**src/ssh_consts.svh**
```systemverilog
`ifndef SSH_CONSTS_SVH
`define SSH_CONSTS_SVH

// ----------------------------------------------------------------
// command frame layout
// ----------------------------------------------------------------
`define SSH_ADDR_TOP        2'h3
`define SSH_WRITE_BIT       1'h0
`define SSH_CMD_DECEL_HALT  8'h8F

// ----------------------------------------------------------------
// byte counter positions within a frame
// ----------------------------------------------------------------
`define SSH_CNT_ADDR        2'h0
`define SSH_CNT_CMD         2'h1
`define SSH_CNT_FRAME       2'h2
`define SSH_CNT_MAX         2'h3

// ----------------------------------------------------------------
// reset values
// ----------------------------------------------------------------
`define SSH_POS_RESET       16'h0000
`define SSH_BYTE_RESET      8'h00

`endif

```
**src/ssh_pkg.sv**
```systemverilog
package ssh_pkg;

    typedef enum logic [2:0] {
        SSH_IDLE,
        SSH_DECEL,
        SSH_HALT,
        SSH_HOLD
    } ssh_state_t;

endpackage

```
**src/ssh_soft_stop_handler.sv**
```systemverilog
`timescale 1ns/1ps
`include "ssh_consts.svh"

// How it works
// - a rising over-temperature indication starts the decelerate-and-halt sequence with no bus command.
// - the sequence first ramps the motor down to minimum velocity and then halts stepping, whatever the target.
// - once the motor is at rest the target position is loaded with the actual position.
// - that frame is our write address byte followed by command byte 8F, exactly two bytes.
module ssh_soft_stop_handler
    import ssh_pkg::*;
(
    input  wire logic        ref_clk_i,
    input  wire logic        reset_i,
    input  wire logic        over_temp_i,
    input  wire logic        rx_frame_start_i,
    input  wire logic        rx_byte_valid_i,
    input  wire logic [7:0]  rx_byte_i,
    input  wire logic        rx_frame_end_i,
    input  wire logic [3:0]  programmed_address_i,
    input  wire logic        hardwired_address_bit_i,
    input  wire logic [3:0]  velocity_i,
    input  wire logic [3:0]  min_velocity_i,
    input  wire logic        motor_at_rest_i,
    input  wire logic [15:0] actual_position_i,
    input  wire logic        motion_cmd_accepted_i,
    output logic             decel_to_vmin_o,
    output logic             halt_stepping_o,
    output logic             target_load_o,
    output logic [15:0]      target_position_o,
    output logic             soft_stop_active_o
);

    logic       ot_meta;
    logic       ot_sync;
    logic       ot_prev;
    logic       next_ot_meta;
    logic       next_ot_sync;
    logic       next_ot_prev;
    logic       cmd_hit;
    logic       trigger;
    ssh_state_t state;
    ssh_state_t next_state;
    logic       next_decel;
    logic       next_halt;
    logic       next_load;
    logic [15:0] next_target;

    // ----------------------------------------------------------------
    // frame recognition
    // ----------------------------------------------------------------
    ssh_frame_match u_frame (
        .ref_clk_i               (ref_clk_i),
        .reset_i                 (reset_i),
        .rx_frame_start_i        (rx_frame_start_i),
        .rx_byte_valid_i         (rx_byte_valid_i),
        .rx_byte_i               (rx_byte_i),
        .rx_frame_end_i          (rx_frame_end_i),
        .programmed_address_i    (programmed_address_i),
        .hardwired_address_bit_i (hardwired_address_bit_i),
        .cmd_hit_o               (cmd_hit)
    );

    // ----------------------------------------------------------------
    // over-temperature synchroniser and edge
    // ----------------------------------------------------------------
    // two flops before any logic reads the pin; the third only remembers the last synchronised level
    always_comb begin
        next_ot_meta = over_temp_i;
        next_ot_sync = ot_meta;
        next_ot_prev = ot_sync;
    end

    always_ff @(posedge ref_clk_i) begin
        if (reset_i) begin
            ot_meta <= 1'b0;
            ot_sync <= 1'b0;
            ot_prev <= 1'b0;
        end else begin
            ot_meta <= next_ot_meta;
            ot_sync <= next_ot_sync;
            ot_prev <= next_ot_prev;
        end
    end

    // edge, not level: a sensor stuck hot must not block motion forever
    assign trigger = (ot_sync && !ot_prev) || cmd_hit;

    // ----------------------------------------------------------------
    // stop sequencer
    // ----------------------------------------------------------------
    always_comb begin
        next_state  = state;
        next_load   = 1'b0;
        next_target = target_position_o;
        case (state)
            SSH_IDLE: begin
                if (trigger) begin
                    next_state = SSH_DECEL;
                end
            end
            SSH_DECEL: begin
                // the ramp itself lives in the motion generator; we hold the request until it reports vmin
                if (velocity_i <= min_velocity_i) begin
                    next_state = SSH_HALT;
                end
            end
            SSH_HALT: begin
                // position taken in the first HALT cycle that sees rest, so later drift cannot creep into the target
                if (motor_at_rest_i) begin
                    next_state  = SSH_HOLD;
                    next_load   = 1'b1;
                    next_target = actual_position_i;
                end
            end
            SSH_HOLD: begin
                // a fresh stop request outranks the motion command
                if (trigger) begin
                    next_state = SSH_DECEL;
                end else if (motion_cmd_accepted_i) begin
                    next_state = SSH_IDLE;
                end
            end
            default: begin
                next_state = SSH_IDLE;
            end
        endcase
        next_decel = (next_state == SSH_DECEL);
        next_halt  = (next_state == SSH_HALT) || (next_state == SSH_HOLD);
    end

    always_ff @(posedge ref_clk_i) begin
        if (reset_i) begin
            state              <= SSH_IDLE;
            decel_to_vmin_o    <= 1'b0;
            halt_stepping_o    <= 1'b0;
            target_load_o      <= 1'b0;
            target_position_o  <= `SSH_POS_RESET;
            soft_stop_active_o <= 1'b0;
        end else begin
            state              <= next_state;
            decel_to_vmin_o    <= next_decel;
            halt_stepping_o    <= next_halt;
            target_load_o      <= next_load;
            target_position_o  <= next_target;
            soft_stop_active_o <= next_decel || next_halt;
        end
    end
endmodule

```
**src/ssh_frame_match.sv**
```systemverilog
`timescale 1ns/1ps
`include "ssh_consts.svh"

module ssh_frame_match
    import ssh_pkg::*;
(
    input  wire logic       ref_clk_i,
    input  wire logic       reset_i,
    input  wire logic       rx_frame_start_i,
    input  wire logic       rx_byte_valid_i,
    input  wire logic [7:0] rx_byte_i,
    input  wire logic       rx_frame_end_i,
    input  wire logic [3:0] programmed_address_i,
    input  wire logic       hardwired_address_bit_i,
    output logic            cmd_hit_o
);

    logic [1:0] count;
    logic       addr_ok;
    logic       cmd_ok;
    logic [1:0] next_count;
    logic       next_addr_ok;
    logic       next_cmd_ok;
    logic       next_cmd_hit;
    logic [1:0] base_count;
    logic [7:0] own_address;

    // ----------------------------------------------------------------
    // byte tracking
    // ----------------------------------------------------------------
    always_comb begin
        own_address  = {`SSH_ADDR_TOP, programmed_address_i, hardwired_address_bit_i, `SSH_WRITE_BIT};
        base_count   = rx_frame_start_i ? `SSH_CNT_ADDR : count;
        next_addr_ok = rx_frame_start_i ? 1'b0 : addr_ok;
        next_cmd_ok  = rx_frame_start_i ? 1'b0 : cmd_ok;
        next_count   = base_count;
        if (rx_byte_valid_i) begin
            if (base_count == `SSH_CNT_ADDR) begin
                next_addr_ok = (rx_byte_i == own_address);
            end
            if (base_count == `SSH_CNT_CMD) begin
                next_cmd_ok = (rx_byte_i == `SSH_CMD_DECEL_HALT);
            end
            // saturate so a longer frame never wraps back onto a match
            if (base_count != `SSH_CNT_MAX) begin
                next_count = 2'(base_count + 2'h1);
            end
        end
        // exactly two bytes: a third byte makes it another command
        next_cmd_hit = rx_frame_end_i && (count == `SSH_CNT_FRAME) && addr_ok && cmd_ok;
    end

    always_ff @(posedge ref_clk_i) begin
        if (reset_i) begin
            count     <= `SSH_CNT_ADDR;
            addr_ok   <= 1'b0;
            cmd_ok    <= 1'b0;
            cmd_hit_o <= 1'b0;
        end else begin
            count     <= next_count;
            addr_ok   <= next_addr_ok;
            cmd_ok    <= next_cmd_ok;
            cmd_hit_o <= next_cmd_hit;
        end
    end
endmodule

```
**config.mk**
```make
export PLATFORM = sky130hd
export DESIGN_NAME = ssh_soft_stop_handler
export DESIGN_NICKNAME = d
export VERILOG_FILES = /design/src/ssh_pkg.sv /design/src/ssh_soft_stop_handler.sv /design/src/ssh_frame_match.sv
export VERILOG_INCLUDE_DIRS = /design/src
export SDC_FILE = /design/constraint.sdc
export NUM_CORES = 1
export LEC_CHECK = 0
export ABC_AREA = 1
export BUFFER_PORTS_ARGS = -buffer_cell sky130_fd_sc_hd__buf_2
export CORE_MARGIN = 4
export CORE_UTILIZATION = 30
export CTS_CLUSTER_DIAMETER = 40
export DETAILED_ROUTE_END_ITERATION = 6
export PLACE_DENSITY = 0.68
export SETUP_SLACK_MARGIN = 0.05
export SLEW_MARGIN = 40
export SYNTH_ARGS = -nofsm -noshare
export SYNTH_HDL_FRONTEND = slang
export SYNTH_SLANG_ARGS = --single-unit
```
**constraint.sdc**
```tcl
create_clock -name ref_clk_i -period 1.6 [get_ports ref_clk_i]
set_input_delay 0.16 -clock ref_clk_i [delete_from_list [all_inputs] [get_ports ref_clk_i]]
set_output_delay 0.16 -clock ref_clk_i [all_outputs]
set_load 0.02 [all_outputs]
```
==> impl_results.md <==
* Final hold violations at 0
* Clock Power Share at 45.3%
* Peak VDD IR at 0.0003633 V
* Reg2Reg Depth at 7
* Setup Viol. Count Final at 0
* Mapped Nets at 227
* Total track usage at 10.78%
* Part of the power in combinational logic at between 8 and 9%
* RSZ-0062 raised after global routing: false
* DRC Markers at 0
* RR Startpoint: state[2]
* Min Hold Slack at about 0.086 ns
* Core Box Area at 4324 um2
* DR iter-0 viols at 35
* Hold Path Stages at 3
* Reg-to-reg slack, setup at between 0.4 and 0.5 ns
* Vias per inst at 4.321
* Switching share of power at 20.87%
* Number of setup buffers added after CTS at 0
* Achievable frequency at ~0.84 GHz
* Final Cycle Share at 74.81%
* Fin util at 41.87%
* Mapped Area at 1340 um2
* Antenna violations before repair at 0
* WP data arrival at 1.41 ns
* Switching power at 0.3595 mW
* Total power at 1.723 mW
* Layout cells sized above 1 at 31.98%
* DP Area at between 1500 and 2000 um2
* GP Congestion at 0.7958
* HPWL after DPL at approximately 2400 um
* Outcome: completed
* Remaining Overflow, GRT at 0
* Final worst-path setup slack at 0.4030 ns
* Die area at 5600 um2
* Htree depth at 2
* Adder-Cell Fraction of Synth Area at 3.735%
* Antenna-violating nets left at 0
* Required @ worst endpoint at 1.81 ns
* Synth warn at 0
* Clock Skews at 0.003112 ns
* Synth Area in Compound Gates at 8.683%
* Worst hold-check path type: in -> reg
* CP Capture Type: register
* Ports at 65
* Drt pass-1 iters at 4
* Root buf cell: clkbuf_8
* HP Start: over_temp_i
* CTS tree: done
* Vias in the first global route at 1180
* Gates resized, CTS repair at 0
* Crit path time final at 1.197 ns
* Cts bufs inserted at 5
* Number of port buffers at 64
* Antenna cells at 0
* Final std cells w/o fill at 299
* Area grow syn2layout at 35.11%
* Global-route wire length before repair at 4588 um
* Clock insertion delay at the later pin of the skew report at about 0.27 ns
* DP Worst Slack at 0.3642 ns
* Main combinational cell family by area after synthesis: simple AND/OR/NAND/NOR gates
* CTS clk-pin slew, worst paths at ~0.060 ns
* Max-slew violation count at 0
* Synth Area in Simple Gates at a little over a quarter
* Starting density of the core at 30.99%
* Mux cell area share after synthesis at 0%
* Setup TNS at 0 ns
* Post-route cell area at 1810 um2
* Die width at 74.84 um
* R2r endpoint: decel_to_vmin_o
* Register area share after synthesis at a little under half
* Post-Synth XOR/XNOR Area at under 10%
* Row cnt at 24
* Routed len/inst at about 9.7 um
* Clock Sink Count at 31
* Worst Setup Start Kind: register
* Post-synthesis cell count at 178
* Maxcap violations at 0
* Leakage at 0.9578 nW
* Vias at 1292
* Die Ht at 74.84 um
* Final net count at 295
* Synth cell types at 25
* P_int at 1.363 mW
* Inst Count DP at 291
* CP Max Fanout at 19
* Hold_buf cts at 0
* Post-Syn Area per Cell at 7.528 um2
* Hold endpoint: next_ot_sync
* Largest net degree at the start of global routing at 20
* Pwr dens at 951.7 nW/um2
* Part of the power in registers at 45.9%
* Kind of critical path: reg -> reg
* Synth Register Bits at 31
* Drt total wl at about 2900 um
* Clock Tree Buf Depth at 2
[area by class of cell]
class / count / area (um2)
fill: 479 / 2514
sequential: 31 / 620.6
multi-input combinational: 118 / 580.6
timing repair buffer: 65 / 327.8
inverter: 25 / 98.84
clock buffer: 6 / 82.58
tap: 52 / 65.06
clock inverter: 2 / 35.03
[cell usage in the layout (no fill, tap or decap)]
| cell type | count |
|---|---|
| conb_1 | 1 |
| nand2_4 | 1 |
| xnor2_1 | 5 |
| nor3_1 | 2 |
| nand2_2 | 1 |
| o21ai_1 | 8 |
| buf_4 | 1 |
| nor3_4 | 1 |
| a31oi_1 | 1 |
| bufinv_16 | 1 |
| nand4_1 | 2 |
| nor2_1 | 41 |
| clkbuf_8 | 6 |
| a21oi_1 | 4 |
| o21ai_0 | 10 |
| buf_2 | 64 |
| clkinv_2 | 1 |
| inv_1 | 23 |
| ha_1 | 4 |
| inv_2 | 1 |
| nand2_1 | 26 |
| nand3_1 | 9 |
| nor2_2 | 1 |
| dfxtp_1 | 31 |
| inv_6 | 1 |
| nor3b_1 | 1 |
[Yosys cell counts]
cell / count / area share [%]
nor3b_1: 1 / 0.56
a31oi_1: 1 / 0.47
buf_1: 1 / 0.28
clkbuf_2: 1 / 0.37
nand2_1: 26 / 7.3
inv_1: 23 / 6.4
buf_6: 1 / 0.84
a21oi_1: 4 / 1.5
nand4_1: 2 / 0.93
nor3_1: 2 / 0.75
nand2_2: 1 / 0.47
nor3_4: 1 / 1.2
nor2_1: 41 / 11
buf_12: 1 / 1.5
nor2_2: 1 / 0.47
conb_1: 1 / 0.28
inv_6: 1 / 0.65
o21ai_0: 10 / 3.7
o21ai_1: 8 / 3.0
ha_1: 4 / 3.7
inv_2: 1 / 0.28
nand2_4: 1 / 0.84
xnor2_1: 5 / 3.3
dfxtp_1: 31 / 46
nand3_1: 9 / 3.4
[how the worst max path moves through the flow]
stage                           end  slack [ns]              start
6_report            decel_to_vmin_o        0.40           state[2]
5_1_grt             decel_to_vmin_o        0.24           state[1]
4_1_cts             decel_to_vmin_o        0.38           state[2]
3_5_place_dp               state[1]        0.36  min_velocity_i[3]
3_3_place_gp               state[1]        0.39  min_velocity_i[3]
2_1_floorplan  target_position_o[1]        0.49           state[2]
[state kept, by name, summed over array words and instances, names as in the netlist]
register / flops
decel_to_vmin_o: 1
halt_stepping_o: 1
next_ot_prev: 1
next_ot_sync: 1
ot_prev: 1
soft_stop_active_o: 1
state: 3
target_load_o: 1
target_position_o: 16
u_frame.addr_ok: 1
u_frame.cmd_hit_o: 1
u_frame.cmd_ok: 1
u_frame.count: 2
[kinds of logic after synthesis]
logic type	count (synthesis)
xor+xnor	5
other cells	1
simple gates	85
flops	31
compound gates	23
buf+inv	29
fa+ha+maj	4
[power by group through the flow]
stage	combinational [mW]	clock (mW)	sequential (mW)
global route	0.178	0.840	0.791
CTS	0.156	0.807	0.790
global placement	0.154	0	0.807
finish	0.153	0.780	0.790
detailed placement	0.156	0	0.808
floorplan	0.0750	0	0.810
[metal layers]
| metal | routed length [um] | part of all wire (%) | track usage, % | vias up |
|---|---|---|---|---|
| li1 | - | - | - | 689 |
| met3 | 226 | 7.8 | 4.940 | 2 |
| met2 | 1532 | 53 | 18.96 | 41 |
| met5 | 0 | 0 | 0 | - |
| met1 | 1104 | 38 | 11.14 | 560 |
| met4 | 26 | 0.90 | 4.150 | 0 |
[critical path: stages, from the launching register on]
cell,delay (ns)
dfxtp_1,0.36
nor3_4,0.24
nand2_4,0.18
nand2_1,0.11
nand2_1,0.05
nand2_1,0.06
nand2_2,0.06
nor2_1,0.09
Note: power is estimated with default switching activity, not from simulation.
